===== config.mk =====
export PLATFORM = sky130hd
export DESIGN_NAME = bfme_exec
export DESIGN_NICKNAME = d
export VERILOG_FILES = /design/src/rtl/bfme_pkg.sv /design/src/rtl/bfme_regfile.sv /design/src/rtl/bfme_exec.sv
export SDC_FILE = /design/constraint.sdc
export NUM_CORES = 1
export LEC_CHECK = 0
export BUFFER_PORTS_ARGS = -buffer_cell sky130_fd_sc_hd__buf_2
export CAP_MARGIN = 10
export CORE_AREA = 2 2 191 193
export CTS_BUF_LIST = sky130_fd_sc_hd__clkbuf_2 sky130_fd_sc_hd__clkbuf_4 sky130_fd_sc_hd__clkbuf_8
export DETAILED_ROUTE_END_ITERATION = 8
export DIE_AREA = 0 0 193 195
export PLACE_DENSITY = 0.78
export SLEW_MARGIN = 5
export SYNTH_ARGS = -nofsm -noshare
export SYNTH_HDL_FRONTEND = slang
export SYNTH_SLANG_ARGS = --single-unit

===== constraint.sdc =====
create_clock -name i_clock -period 4.3 [get_ports i_clock]
set_clock_uncertainty 0.05 [all_clocks]
set_input_delay 1.075 -clock i_clock [delete_from_list [all_inputs] [get_ports i_clock]]
set_output_delay 1.075 -clock i_clock [all_outputs]
set_load 0.05 [all_outputs]

===== src/rtl/bfme_pkg.sv =====
// constants, field layouts and encodings of the bit, flag and move executor
// assumes an apb master on the core clock and a one-cycle data/io bus
// Behaviour
// - io bit set forces bit, two cycles
// - io bit clear forces bit, two cycles
// - rotate left through carry, flags, one cycle
// - rotate right through carry, flags, one cycle
// - bit to transfer flag, one cycle
// - transfer flag to register bit, one cycle
// - set or clear any single flag, one cycle
// - post-increment pointer load, two cycles, no flags
// - pre-decrement pointer load, two cycles, no flags
package bfme_pkg;
	localparam logic [7:0] BFME_OFF_CMD = 8'h00;
	localparam logic [7:0] BFME_OFF_STATUS = 8'h04;
	localparam logic [7:0] BFME_OFF_FLAGS = 8'h08;
	localparam logic [7:0] BFME_OFF_RESULT = 8'h0c;

	localparam int unsigned BFME_CMD_OP_LSB = 0;
	localparam int unsigned BFME_CMD_RD_LSB = 5;
	localparam int unsigned BFME_CMD_RR_LSB = 10;
	localparam int unsigned BFME_CMD_BIT_LSB = 15;
	localparam int unsigned BFME_CMD_IMM_LSB = 18;
	localparam int unsigned BFME_STAT_BUSY = 0;
	localparam int unsigned BFME_STAT_FLAGS_LSB = 8;

	// status flag bit positions
	localparam logic [2:0] BFME_FLAG_C = 3'h0;
	localparam logic [2:0] BFME_FLAG_Z = 3'h1;
	localparam logic [2:0] BFME_FLAG_N = 3'h2;
	localparam logic [2:0] BFME_FLAG_V = 3'h3;
	localparam logic [2:0] BFME_FLAG_T = 3'h6;
	localparam logic [7:0] BFME_FLAGS_RST = 8'h00;
	localparam logic [31:0] BFME_CMD_RST = 32'h0000_0000;

	// pointer pairs sit at the top of the file: pair index {2'b11, sel}
	localparam logic [1:0] BFME_PTR_BASE = 2'h3;
	localparam logic [1:0] BFME_CYC_ONE = 2'h1;
	localparam logic [1:0] BFME_CYC_TWO = 2'h2;

	typedef enum logic [4:0] {
		OP_NOP = 5'h00,
		OP_IO_BIT_SET = 5'h01,
		OP_IO_BIT_CLEAR = 5'h02,
		OP_SHIFT_LEFT_LOGICAL = 5'h03,
		OP_SHIFT_RIGHT_LOGICAL = 5'h04,
		OP_ROTATE_LEFT_CARRY = 5'h05,
		OP_ROTATE_RIGHT_CARRY = 5'h06,
		OP_SHIFT_RIGHT_ARITHMETIC = 5'h07,
		OP_NIBBLE_SWAP = 5'h08,
		OP_INDEXED_FLAG_SET = 5'h09,
		OP_INDEXED_FLAG_CLEAR = 5'h0a,
		OP_BIT_TO_TRANSFER_FLAG = 5'h0b,
		OP_TRANSFER_FLAG_TO_BIT = 5'h0c,
		OP_REGISTER_COPY = 5'h0d,
		OP_REGISTER_PAIR_COPY = 5'h0e,
		OP_IMMEDIATE_LOAD = 5'h0f,
		OP_POINTER_LOAD = 5'h10,
		OP_POINTER_LOAD_INC = 5'h11,
		OP_POINTER_LOAD_DEC = 5'h12
	} bfme_op_t;

	typedef enum logic [1:0] {
		ST_IDLE = 2'b00,
		ST_EX1 = 2'b01,
		ST_EX2 = 2'b10
	} bfme_state_t;
endpackage : bfme_pkg


===== src/rtl/bfme_regfile.sv =====
// working register file: sixteen 16-bit pairs, two registered read ports
// assumes one writer; byte enables keep the untouched half of a pair
`timescale 1ns/10ps
`default_nettype none
module bfme_regfile #(
	parameter int unsigned DEPTH = 16,
	parameter int unsigned LANES = 2
) (
	input wire logic i_clock,
	input wire logic i_reset_n,
	input wire logic [$clog2(DEPTH)-1:0] i_rd_addr_a,
	input wire logic [$clog2(DEPTH)-1:0] i_rd_addr_b,
	output logic [8*LANES-1:0] o_rd_data_a,
	output logic [8*LANES-1:0] o_rd_data_b,
	input wire logic i_wr_en,
	input wire logic [$clog2(DEPTH)-1:0] i_wr_addr,
	input wire logic [8*LANES-1:0] i_wr_data,
	input wire logic [LANES-1:0] i_wr_be
);
	logic [8*LANES-1:0] mem [DEPTH];

	generate
		if (DEPTH < 2 || LANES < 1) begin : g_bad
			$error("bfme_regfile: unsupported geometry");
		end
	endgenerate

	// one writing process keeps the array single-driven across lanes
	always_ff @(posedge i_clock) begin
		if (i_wr_en) begin
			for (int l = 0; l < LANES; l++) begin
				if (i_wr_be[l]) begin
					mem[i_wr_addr][8*l +: 8] <= i_wr_data[8*l +: 8];
				end
			end
		end
	end

	// read returns the old word on a same-cycle write
	always_ff @(posedge i_clock) begin
		if (!i_reset_n) begin
			o_rd_data_a <= '0;
			o_rd_data_b <= '0;
		end else begin
			o_rd_data_a <= mem[i_rd_addr_a];
			o_rd_data_b <= mem[i_rd_addr_b];
		end
	end
endmodule : bfme_regfile
`default_nettype wire


===== src/rtl/bfme_exec.sv =====
// bit, flag and move executor with an apb register front end
// assumes memory data arrives one clock after o_mem_rd, on the same clock
//
// The register addresses and the APB interface to the registers were chosen for this implementation.
`timescale 1ns/10ps
`default_nettype none
module bfme_exec import bfme_pkg::*; #(
	parameter int unsigned MEM_AW = 16
) (
	input wire logic i_clock,
	input wire logic i_reset_n,
	input wire logic i_psel,
	input wire logic i_penable,
	input wire logic i_pwrite,
	input wire logic [7:0] i_paddr,
	input wire logic [31:0] i_pwdata,
	output logic [31:0] o_prdata,
	output logic o_pready,
	output logic o_pslverr,
	output logic [MEM_AW-1:0] o_mem_addr,
	output logic o_mem_io,
	output logic o_mem_rd,
	output logic o_mem_wr,
	output logic [7:0] o_mem_wdata,
	input wire logic [7:0] i_mem_rdata,
	output logic o_busy
);
	generate
		if (MEM_AW < 8 || MEM_AW > 16) begin : g_bad
			$error("bfme_exec: MEM_AW must be 8..16");
		end
	endgenerate

	function automatic logic [2:0] reg_index(input logic [7:0] a);
		case (a)
			BFME_OFF_CMD: reg_index = 3'h1;
			BFME_OFF_STATUS: reg_index = 3'h2;
			BFME_OFF_FLAGS: reg_index = 3'h3;
			BFME_OFF_RESULT: reg_index = 3'h4;
			default: reg_index = 3'h0;
		endcase
	endfunction : reg_index

	function automatic logic [1:0] op_cycles(input bfme_op_t op);
		case (op)
			OP_IO_BIT_SET, OP_IO_BIT_CLEAR, OP_POINTER_LOAD,
			OP_POINTER_LOAD_INC, OP_POINTER_LOAD_DEC: op_cycles = BFME_CYC_TWO;
			default: op_cycles = BFME_CYC_ONE;
		endcase
	endfunction : op_cycles

	bfme_state_t state_r, state_nxt;
	logic [31:0] cmd_r, cmd_nxt;
	logic [7:0] flags_r, flags_nxt;
	logic [7:0] result_r, result_nxt;
	logic [31:0] prdata_r, prdata_nxt;

	logic access, setup, issue, flags_wr;
	logic [31:0] cur_cmd;
	bfme_op_t op;
	logic [4:0] rd, rr;
	logic [2:0] bsel;
	logic [7:0] imm, rd_val, rr_val, mask, sh_res;
	logic sh_c;
	logic [15:0] pa, pb, ptr;
	logic [3:0] ra_a, ra_b;
	logic wr_en;
	logic [3:0] wr_addr;
	logic [15:0] wr_data;
	logic [1:0] wr_be;

	assign setup = i_psel && !i_penable;
	assign access = i_psel && i_penable;
	assign issue = access && i_pwrite && state_r == ST_IDLE
		&& reg_index(i_paddr) == 3'h1;
	assign flags_wr = access && i_pwrite && state_r == ST_IDLE
		&& reg_index(i_paddr) == 3'h3;
	assign o_pready = 1'b1;
	// writes that would disturb a running instruction are refused
	assign o_pslverr = access && (reg_index(i_paddr) == 3'h0
		|| (i_pwrite && state_r != ST_IDLE
		&& (reg_index(i_paddr) == 3'h1 || reg_index(i_paddr) == 3'h3)));
	assign o_prdata = prdata_r;
	assign o_busy = state_r != ST_IDLE;

	// operands are read in the issue cycle so execution starts next edge
	assign cur_cmd = issue ? i_pwdata : cmd_r;
	assign op = bfme_op_t'(cur_cmd[BFME_CMD_OP_LSB +: 5]);
	assign rd = cur_cmd[BFME_CMD_RD_LSB +: 5];
	assign rr = cur_cmd[BFME_CMD_RR_LSB +: 5];
	assign bsel = cur_cmd[BFME_CMD_BIT_LSB +: 3];
	assign imm = cur_cmd[BFME_CMD_IMM_LSB +: 8];
	assign ra_a = rd[4:1];
	assign ra_b = (op == OP_POINTER_LOAD || op == OP_POINTER_LOAD_INC
		|| op == OP_POINTER_LOAD_DEC) ? {BFME_PTR_BASE, rr[1:0]} : rr[4:1];

	bfme_regfile #(
		.DEPTH(16),
		.LANES(2)
	) u_regfile (
		.i_clock(i_clock),
		.i_reset_n(i_reset_n),
		.i_rd_addr_a(ra_a),
		.i_rd_addr_b(ra_b),
		.o_rd_data_a(pa),
		.o_rd_data_b(pb),
		.i_wr_en(wr_en),
		.i_wr_addr(wr_addr),
		.i_wr_data(wr_data),
		.i_wr_be(wr_be)
	);

	assign rd_val = rd[0] ? pa[15:8] : pa[7:0];
	assign rr_val = rr[0] ? pb[15:8] : pb[7:0];
	assign mask = 8'h01 << bsel;
	assign ptr = (op == OP_POINTER_LOAD_DEC) ? pb - 16'h0001 : pb;

	always_comb begin
		sh_res = rd_val;
		sh_c = flags_r[BFME_FLAG_C];
		case (op)
			OP_SHIFT_LEFT_LOGICAL: begin
				sh_res = {rd_val[6:0], 1'b0};
				sh_c = rd_val[7];
			end
			OP_SHIFT_RIGHT_LOGICAL: begin
				sh_res = {1'b0, rd_val[7:1]};
				sh_c = rd_val[0];
			end
			OP_ROTATE_LEFT_CARRY: begin
				sh_res = {rd_val[6:0], flags_r[BFME_FLAG_C]};
				sh_c = rd_val[7];
			end
			OP_ROTATE_RIGHT_CARRY: begin
				sh_res = {flags_r[BFME_FLAG_C], rd_val[7:1]};
				sh_c = rd_val[0];
			end
			OP_SHIFT_RIGHT_ARITHMETIC: begin
				sh_res = {rd_val[7], rd_val[7:1]};
				sh_c = rd_val[0];
			end
			default: begin
				sh_res = rd_val;
				sh_c = flags_r[BFME_FLAG_C];
			end
		endcase
	end

	always_comb begin
		state_nxt = state_r;
		cmd_nxt = issue ? i_pwdata : cmd_r;
		flags_nxt = flags_wr ? i_pwdata[7:0] : flags_r;
		result_nxt = result_r;
		wr_en = 1'b0;
		wr_addr = rd[4:1];
		wr_data = 16'h0000;
		wr_be = rd[0] ? 2'b10 : 2'b01;
		o_mem_addr = '0;
		o_mem_io = 1'b0;
		o_mem_rd = 1'b0;
		o_mem_wr = 1'b0;
		o_mem_wdata = 8'h00;
		case (state_r)
			ST_IDLE: begin
				if (issue) begin
					state_nxt = ST_EX1;
				end
			end
			ST_EX1: begin
				state_nxt = (op_cycles(op) == BFME_CYC_TWO) ? ST_EX2 : ST_IDLE;
				case (op)
					OP_IO_BIT_SET, OP_IO_BIT_CLEAR: begin
						o_mem_io = 1'b1;
						o_mem_rd = 1'b1;
						o_mem_addr = MEM_AW'(imm[4:0]);
					end
					OP_SHIFT_LEFT_LOGICAL, OP_SHIFT_RIGHT_LOGICAL,
					OP_ROTATE_LEFT_CARRY, OP_ROTATE_RIGHT_CARRY,
					OP_SHIFT_RIGHT_ARITHMETIC: begin
						wr_en = 1'b1;
						wr_data = {sh_res, sh_res};
						result_nxt = sh_res;
						flags_nxt[BFME_FLAG_C] = sh_c;
						flags_nxt[BFME_FLAG_N] = sh_res[7];
						flags_nxt[BFME_FLAG_V] = sh_res[7] ^ sh_c;
						flags_nxt[BFME_FLAG_Z] = sh_res == 8'h00;
					end
					OP_NIBBLE_SWAP: begin
						wr_en = 1'b1;
						wr_data = {2{rd_val[3:0], rd_val[7:4]}};
						result_nxt = {rd_val[3:0], rd_val[7:4]};
					end
					OP_INDEXED_FLAG_SET: flags_nxt[bsel] = 1'b1;
					OP_INDEXED_FLAG_CLEAR: flags_nxt[bsel] = 1'b0;
					OP_BIT_TO_TRANSFER_FLAG: begin
						flags_nxt[BFME_FLAG_T] = rd_val[bsel];
					end
					OP_TRANSFER_FLAG_TO_BIT: begin
						wr_en = 1'b1;
						result_nxt = flags_r[BFME_FLAG_T] ? rd_val | mask
							: rd_val & ~mask;
						wr_data = {2{result_nxt}};
					end
					OP_REGISTER_COPY: begin
						wr_en = 1'b1;
						wr_data = {rr_val, rr_val};
						result_nxt = rr_val;
					end
					OP_REGISTER_PAIR_COPY: begin
						wr_en = 1'b1;
						wr_be = 2'b11;
						wr_data = pb;
						result_nxt = pb[7:0];
					end
					OP_IMMEDIATE_LOAD: begin
						wr_en = 1'b1;
						wr_data = {imm, imm};
						result_nxt = imm;
					end
					OP_POINTER_LOAD, OP_POINTER_LOAD_INC, OP_POINTER_LOAD_DEC: begin
						o_mem_rd = 1'b1;
						o_mem_addr = ptr[MEM_AW-1:0];
						// plain load leaves the pointer alone
						wr_en = op != OP_POINTER_LOAD;
						wr_addr = {BFME_PTR_BASE, rr[1:0]};
						wr_be = 2'b11;
						wr_data = (op == OP_POINTER_LOAD_INC) ? pb + 16'h0001
							: ptr;
					end
					default: begin
						state_nxt = ST_IDLE;
					end
				endcase
			end
			ST_EX2: begin
				state_nxt = ST_IDLE;
				if (op == OP_IO_BIT_SET || op == OP_IO_BIT_CLEAR) begin
					o_mem_io = 1'b1;
					o_mem_wr = 1'b1;
					o_mem_addr = MEM_AW'(imm[4:0]);
					o_mem_wdata = (op == OP_IO_BIT_SET) ? i_mem_rdata | mask
						: i_mem_rdata & ~mask;
					result_nxt = o_mem_wdata;
				end else begin
					wr_en = 1'b1;
					wr_data = {i_mem_rdata, i_mem_rdata};
					result_nxt = i_mem_rdata;
				end
			end
			default: state_nxt = ST_IDLE;
		endcase
	end

	always_comb begin
		prdata_nxt = prdata_r;
		if (setup) begin
			case (reg_index(i_paddr))
				3'h1: prdata_nxt = cmd_r;
				3'h2: begin
					prdata_nxt = 32'h0000_0000;
					prdata_nxt[BFME_STAT_BUSY] = state_r != ST_IDLE;
					prdata_nxt[BFME_STAT_FLAGS_LSB +: 8] = flags_r;
				end
				3'h3: prdata_nxt = {24'h00_0000, flags_r};
				3'h4: prdata_nxt = {24'h00_0000, result_r};
				default: prdata_nxt = 32'h0000_0000;
			endcase
		end
	end

	always_ff @(posedge i_clock) begin
		if (!i_reset_n) begin
			state_r <= ST_IDLE;
			cmd_r <= BFME_CMD_RST;
			flags_r <= BFME_FLAGS_RST;
			result_r <= 8'h00;
			prdata_r <= 32'h0000_0000;
		end else begin
			state_r <= state_nxt;
			cmd_r <= cmd_nxt;
			flags_r <= flags_nxt;
			result_r <= result_nxt;
			prdata_r <= prdata_nxt;
		end
	end
endmodule : bfme_exec
`default_nettype wire


# After elaboration in Yosys (flattened, before gate mapping)
# Memories as Yosys holds them, arrays and structs flattened. A register that Yosys moved wholly into a read port is not among the register bits.
# Cells that the tools add are included.
totals:
  word_cells: 148
  in_bits: 53
  ram_bits: 256
  ff_bits: 82
  out_inout_bits: 62
  mem_count: 1
classes:
  bitwise: 9
  addsub: 2
  shifts: 1
  n_eq_ne: 33
  magnitude_cmp: 2
  n_mux: 60
  n_reduce_logical: 34
mem_list:
  columns: ["memory", "words", "width", "rd", "rd_clocked_by_memory_dff", "wr", "line_no", "text"]
  rows:
  - ["u_regfile.mem", 16, 16, 2, 2, 1, "bfme_regfile.sv:20", "logic [8*LANES-1:0] mem [DEPTH];"]
ops:
  columns: ["operator", "count"]
  rows:
  - ["32-bit one-hot mux with 4 select lines", 1]
  - ["16-bit one-hot mux with 7 select lines", 1]
  - ["16-bit one-hot mux with 2 select lines", 3]
  - ["8-bit two-way mux", 9]
  - ["16-bit two-way mux", 3]
  - ["8-bit one-hot mux with 6 select lines", 1]
  - ["5-bit by 4-bit equality test with 1-bit output (second input constant)", 8]
  - ["8-bit one-hot mux with 5 select lines", 1]
  - ["26-bit two-way mux", 1]
  - ["8-bit AND", 3]
  - ["8-bit bitwise OR", 3]
  - ["5-bit by 3-bit equality test with 1-bit output (second input constant)", 4]
  - ["18-bit OR reduction", 1]
  - ["16-bit by 1-bit adder with 16-bit output (second input constant)", 1]
  - ["8-bit by 4-bit equality test with 1-bit output (second input constant)", 2]
  - ["8-bit zero test", 2]
  - ["2-bit two-way mux", 8]
  - ["8-bit inverter", 2]
  - ["8-bit one-hot mux with 2 select lines", 1]
  - ["16-bit by 1-bit subtractor with 16-bit output (second input constant)", 1]
  - ["5-bit equality test (second input constant)", 3]
  - ["1-bit two-way mux", 14]
  - ["4-bit two-way mux", 3]
  - ["3-bit one-hot mux with 4 select lines", 1]
  - ["35 further kinds", 64]

# Longest topological paths before layout
logic_depth:
  word_depth: 13
  ltp_mapped: 14
  ltp_nobuf: 10

# Hierarchy
# From an unflattened synthesis, not the netlist that was laid out.
hier_totals:
  hier_cells: 1699
  hier_area_um2: 20041.7
modules_own_cells:
  columns: ["module", "cells_each", "instances", "area_each_um2", "seq_area_each_um2"]
  rows:
  - ["bfme_regfile", 766, 1, 12934.9, 8328.0]
  - ["bfme_exec", 933, 1, 7106.8, 1641.6]

# Worst setup path before layout
# Ideal clock, no wire load.
synth_path:
  kind: "input-to-output"
  start: "input i_paddr[1]"
  end: "output o_mem_addr[15]"
  arrival_time_ns: 3.554
  n_path_buf: 1
  stages: 9
  slack_ns: -0.379
  t_required_ns: 3.175
  path_cell_list: "nor4_2 and4_1 buf_4 mux2i_2 and4bb_2 nand3_1 nor3_1 xnor2_1 nor2_1"
synth_between:
  elab_chain_len: 9
  elab_cells_between_ends: 18
  cone_classes: "eq/ne: 9; mux: 5; reduce/logical: 4"
synth_rtl:
  columns: ["element", "line_no", "text"]
  rows:
  - ["start, declared", "bfme_exec.sv:15", "input wire logic [7:0] i_paddr,"]
  - ["8-bit by 4-bit equality test with 1-bit output, or another cell as far along", "bfme_exec.sv:35", "case (a)"]
  - ["3-bit one-hot mux with 4 select lines *", "bfme_exec.sv:35", null]
  - ["3-bit by 1-bit equality test with 1-bit output *", "bfme_exec.sv:75", "&& reg_index(i_paddr) == 3'h1;"]
  - ["1-bit logical AND *", "bfme_exec.sv:75", null]
  - ["26-bit two-way mux *", null, null]
  - ["5-bit equality test, or another cell as far along", "bfme_exec.sv:171", "case (op)"]
  - ["3-bit OR reduction, or another cell as far along", "bfme_exec.sv:171", null]
  - ["16-bit one-hot mux with 2 select lines *", "bfme_exec.sv:171", null]
  - ["16-bit one-hot mux with 2 select lines *", "bfme_exec.sv:163", "case (state_r)"]
  - ["end, declared", "bfme_exec.sv:20", "output logic [MEM_AW-1:0] o_mem_addr,"]
# Every way passes the cells marked *; elsewhere a longest branch is shown, timed or not.

# Worst setup path after layout
layout_path:
  start: "input i_paddr[4]"
  end: "output o_mem_addr[15]"
# The elaborated chain is that of the path after synthesis.

==> results by group <==
Cells and area
  • Final instance area: 0.0247 mm2
  • Fin nets: 2366
  • Final std cells w/o fill: 2814
  • Area delta synth->final: 21.5%
  • Layout cells sized above 1: 24.4%
  • Leading cell types in the layout, fill and taps excluded: nand2_1 (276), buf_4 (276), edfxtp_1 (256)

Yosys
  • Yosys cell types: 79
  • Ys flop type: edfxtp_1
  • Post-synth EDFFs: 256
  • Syn avg cell area: 10.1 um2
  • Post-Syn Instances: 2004
  • Post-synthesis sequential area ratio: 49.1%
  • Asr flop ratio synth: 0%
  • Syn nets: 2062
  • Cell Area, Synth: 0.0203 mm2
  • Yosys Warn Count: 0
  • Number of synthesized register bits: 370

GRT
  • First-pass GRT wire length: 103 mm
  • Tot GR Track Use: 36.1%
  • Vias in the first global route: 18000
  • Antenna violations before repair: 1
  • Largest net degree at the start of global routing: 71
  • GRT Residual Overflow: 0

Clock network
  • # H-tree levels: 2
  • Clock sink total: 370
  • Max Root-Sink Buffers: 3
  • Post-cts hold buffer count: 0
  • TritonCTS clock tree: built
  • Num CTS Buffers: 59
  • Clk slew on worst S/H paths: 0.06 ns
  • Root Buffer: clkbuf_8
  • Clk_lat worst skew: 0.69 ns

Placement
  • Placed cells: 2699
  • Placed inst area: 0.0231 mm2
  • RD Place Congestion: 1.03
  • Detailed placer's ending HPWL: 49.8 mm
  • I/O Buffers: 113

Critical path
  • Critical-path top delay cell: nor4_4
  • CP Data Arrival Time: 3.28 ns
  • CP startpoint kind: input port
  • Critical path cell sequence: buf_6 -> nor4_4 -> buf_4 -> and4_4 -> mux2i_4 -> buf_6 -> and4bb_2 -> nand3_2 -> nor3_4 -> xnor2_1 -> nor2_4 -> buf_6
  • Crit end category: output pin
  • Worst Path Max Fanout: 3
  • Critical Path Max Stage Delay: 0.29 ns
  • Crit path required time: 3.17 ns
  • CP dominant cell by count: buf_6
  • WS Path Type: in -> out

Routing
  • DRC: 0
  • Drt wl/cell: 24.4 um
  • Via count of the routed design: 18400
  • Drt first-iter violations: 2332
  • Vias/cell: 6.54
  • Final wirelength: 68.5 mm
  • DRT Pass-1 Iters: 6
  • Antenna Nets Post-Route: 0

Outcome
  • Status: finished, violations left
  • Failing checks: setup timing

STA
  • Worst Tran Pin Value: 0.927 ns
  • PnR worst setup slack: -0.104 ns
  • Pins Over Slew Limit: 0
  • Setup violators final: 20
  • RSZ-0062 raised after global routing: yes
  • Tcrit/Tclk final: 102%
  • Fin crit period: 4.40 ns
  • Hold Fails Final Rpt: 0
  • Max Clk Rate: 227 MHz
  • Fin Setup TNS: -1.30 ns
  • Slew HR: 37.5%

Power and ir drop
  • Flop pwr share: 52.7%
  • Power Density: 292 mW/mm2
  • Clock power share: 44.1%
  • Sw Share: 22.0%
  • Leak pwr: 10.1 nW
  • Gate power share: 3.2%
  • Worst ir drop on vdd: 0.000393 V
  • Cell Int Power: 5.62 mW
  • Final Power: 7.20 mW
  • Sw Pwr: 1.58 mW

Floorplan
  • Die height: 195 um
  • Cell Rows: 69
  • Width of the chip: 193 um
  • Initial core utilization: 57.4%
  • Core area: 0.0354 mm2
  • Top Ports: 115
  • DIE AREA: 0.0376 mm2

Worst hold path
  • Worst Hold Class: reg -> reg

Flow run
  • Max-cap viol count: 0
critical path, delay by kind of cell:
kind / cells / cell delay, ns
xor gates and xnor gates: 1 / 0.13
buffers and inverters: 4 / 0.57
muxes: 1 / 0.28
and+or+nand+nor: 6 / 1.22
registers in the layout (all words and copies together) (netlist names):
name and cells:
cmd_r 32, flags_r 8, o_prdata 32, result_r 8
state_r 2, u_regfile.mem 256, u_regfile.o_rd_data_a 16, u_regfile.o_rd_data_b 16
synth_stat cells (all sizes together) (3+ instances only):
cell,count,area share [%]
nand4,6,0.18
edfxtp,256,38
nor3,33,0.84
a211oi,70,2.6
o21bai,11,0.41
a21boi,8,0.30
nor2b,103,3.2
a31oi,39,1.2
o22ai,40,1.2
and4,4,0.17
dfxtp,114,11
and3,6,0.18
xor2,6,0.26
a21o,8,0.30
inv,28,0.52
mux2i,224,11
o21a,7,0.26
nor3b,6,0.27
or3,8,0.25
o32ai,7,0.30
o31ai,5,0.21
a221o,29,1.4
and2,20,0.62
a2111oi,3,0.13
nor2,128,2.4
nor4,4,0.15
o21ai,87,2.1
a21oi,90,2.2
a22oi,31,1.1
o211ai,12,0.44
o221ai,10,0.43
xnor2,11,0.47
nand2b,12,0.37
nand3b,4,0.15
nand2,279,5.2
a221oi,14,0.60
a311oi,37,1.7
ha,5,0.31
a32oi,10,0.43
clkbuf,91,1.7
buf,59,1.7
mux2,28,1.6
nand3,18,0.44
metal layers:
layer	part of all wire, %	global-route usage [%]
met5	0	0
met4	6.9	23.0
met3	9.2	6.04
met2	46	58.7
met1	37	44.5
power groups by stage:
stage / clock, mW / sequential [mW] / combinational (mW)
detailed placement: 0 / 3.87 / 0.216
CTS: 3.21 / 3.80 / 0.220
finish: 3.18 / 3.80 / 0.227
global route: 3.35 / 3.80 / 0.239
global placement: 0 / 3.87 / 0.214
floorplan: 0 / 3.85 / 0.125
path summary, 6_finish.rpt:
kind	depth (start not counted)	to	start	slack, ns
worst min-delay path	2	cmd_r[27]	cmd_r[27]	0.40
worst min register to register	2	cmd_r[27]	cmd_r[27]	0.40
worst max register to register	14	u_regfile.mem[14][6]	state_r[0]	0.42
worst max-delay path	12	o_mem_addr[15]	i_paddr[4]	-0.10
cells by family (layout without fill, tap and decap cells):
logic type                 after synthesis  after routing  synth area share [%]
other                                    1              2                0.0185
DFF                                    370            370                  49.1
muxes                                  253            253                  12.8
adders and majority gates                5              5                 0.308
and+or+nand+nor                        644            644                  14.9
AOI/OAI and AO/OA                      535            535                  18.2
buffers and inverters                  179            527                  3.91
xor gates and xnor gates                17             17                 0.733
final cells by class:
type / instances / area [um2]
Clock buffer: 96 / 1160
Multi-Input combinational cell: 1455 / 9750
Timing Repair Buffer: 393 / 3030
Sequential cell: 370 / 9970
Clock inverter: 9 / 87.6
Tap cell: 461 / 577
Antenna cell: 1 / 2.50
Inverter: 29 / 109
Fill cell: 2598 / 10700
repair_timing:
action,CTS,global route
setup buffers,5,2
gates cloned,2,0
pin swaps,4,2
gates resized for setup,53,11
setup endpoints to repair,27,27
through the flow:
step	hold slack (ns)	util, %	setup WS, ns
global placement	0.390	65.2	-0.382
global route	0.425	69.7	-0.172
finish	0.403	69.7	-0.104
CTS	0.404	69.6	-0.108
detailed placement	0.396	65.2	-0.410
floorplan	0.382	-	-0.135
Note: power is estimated with default switching activity, not from simulation.
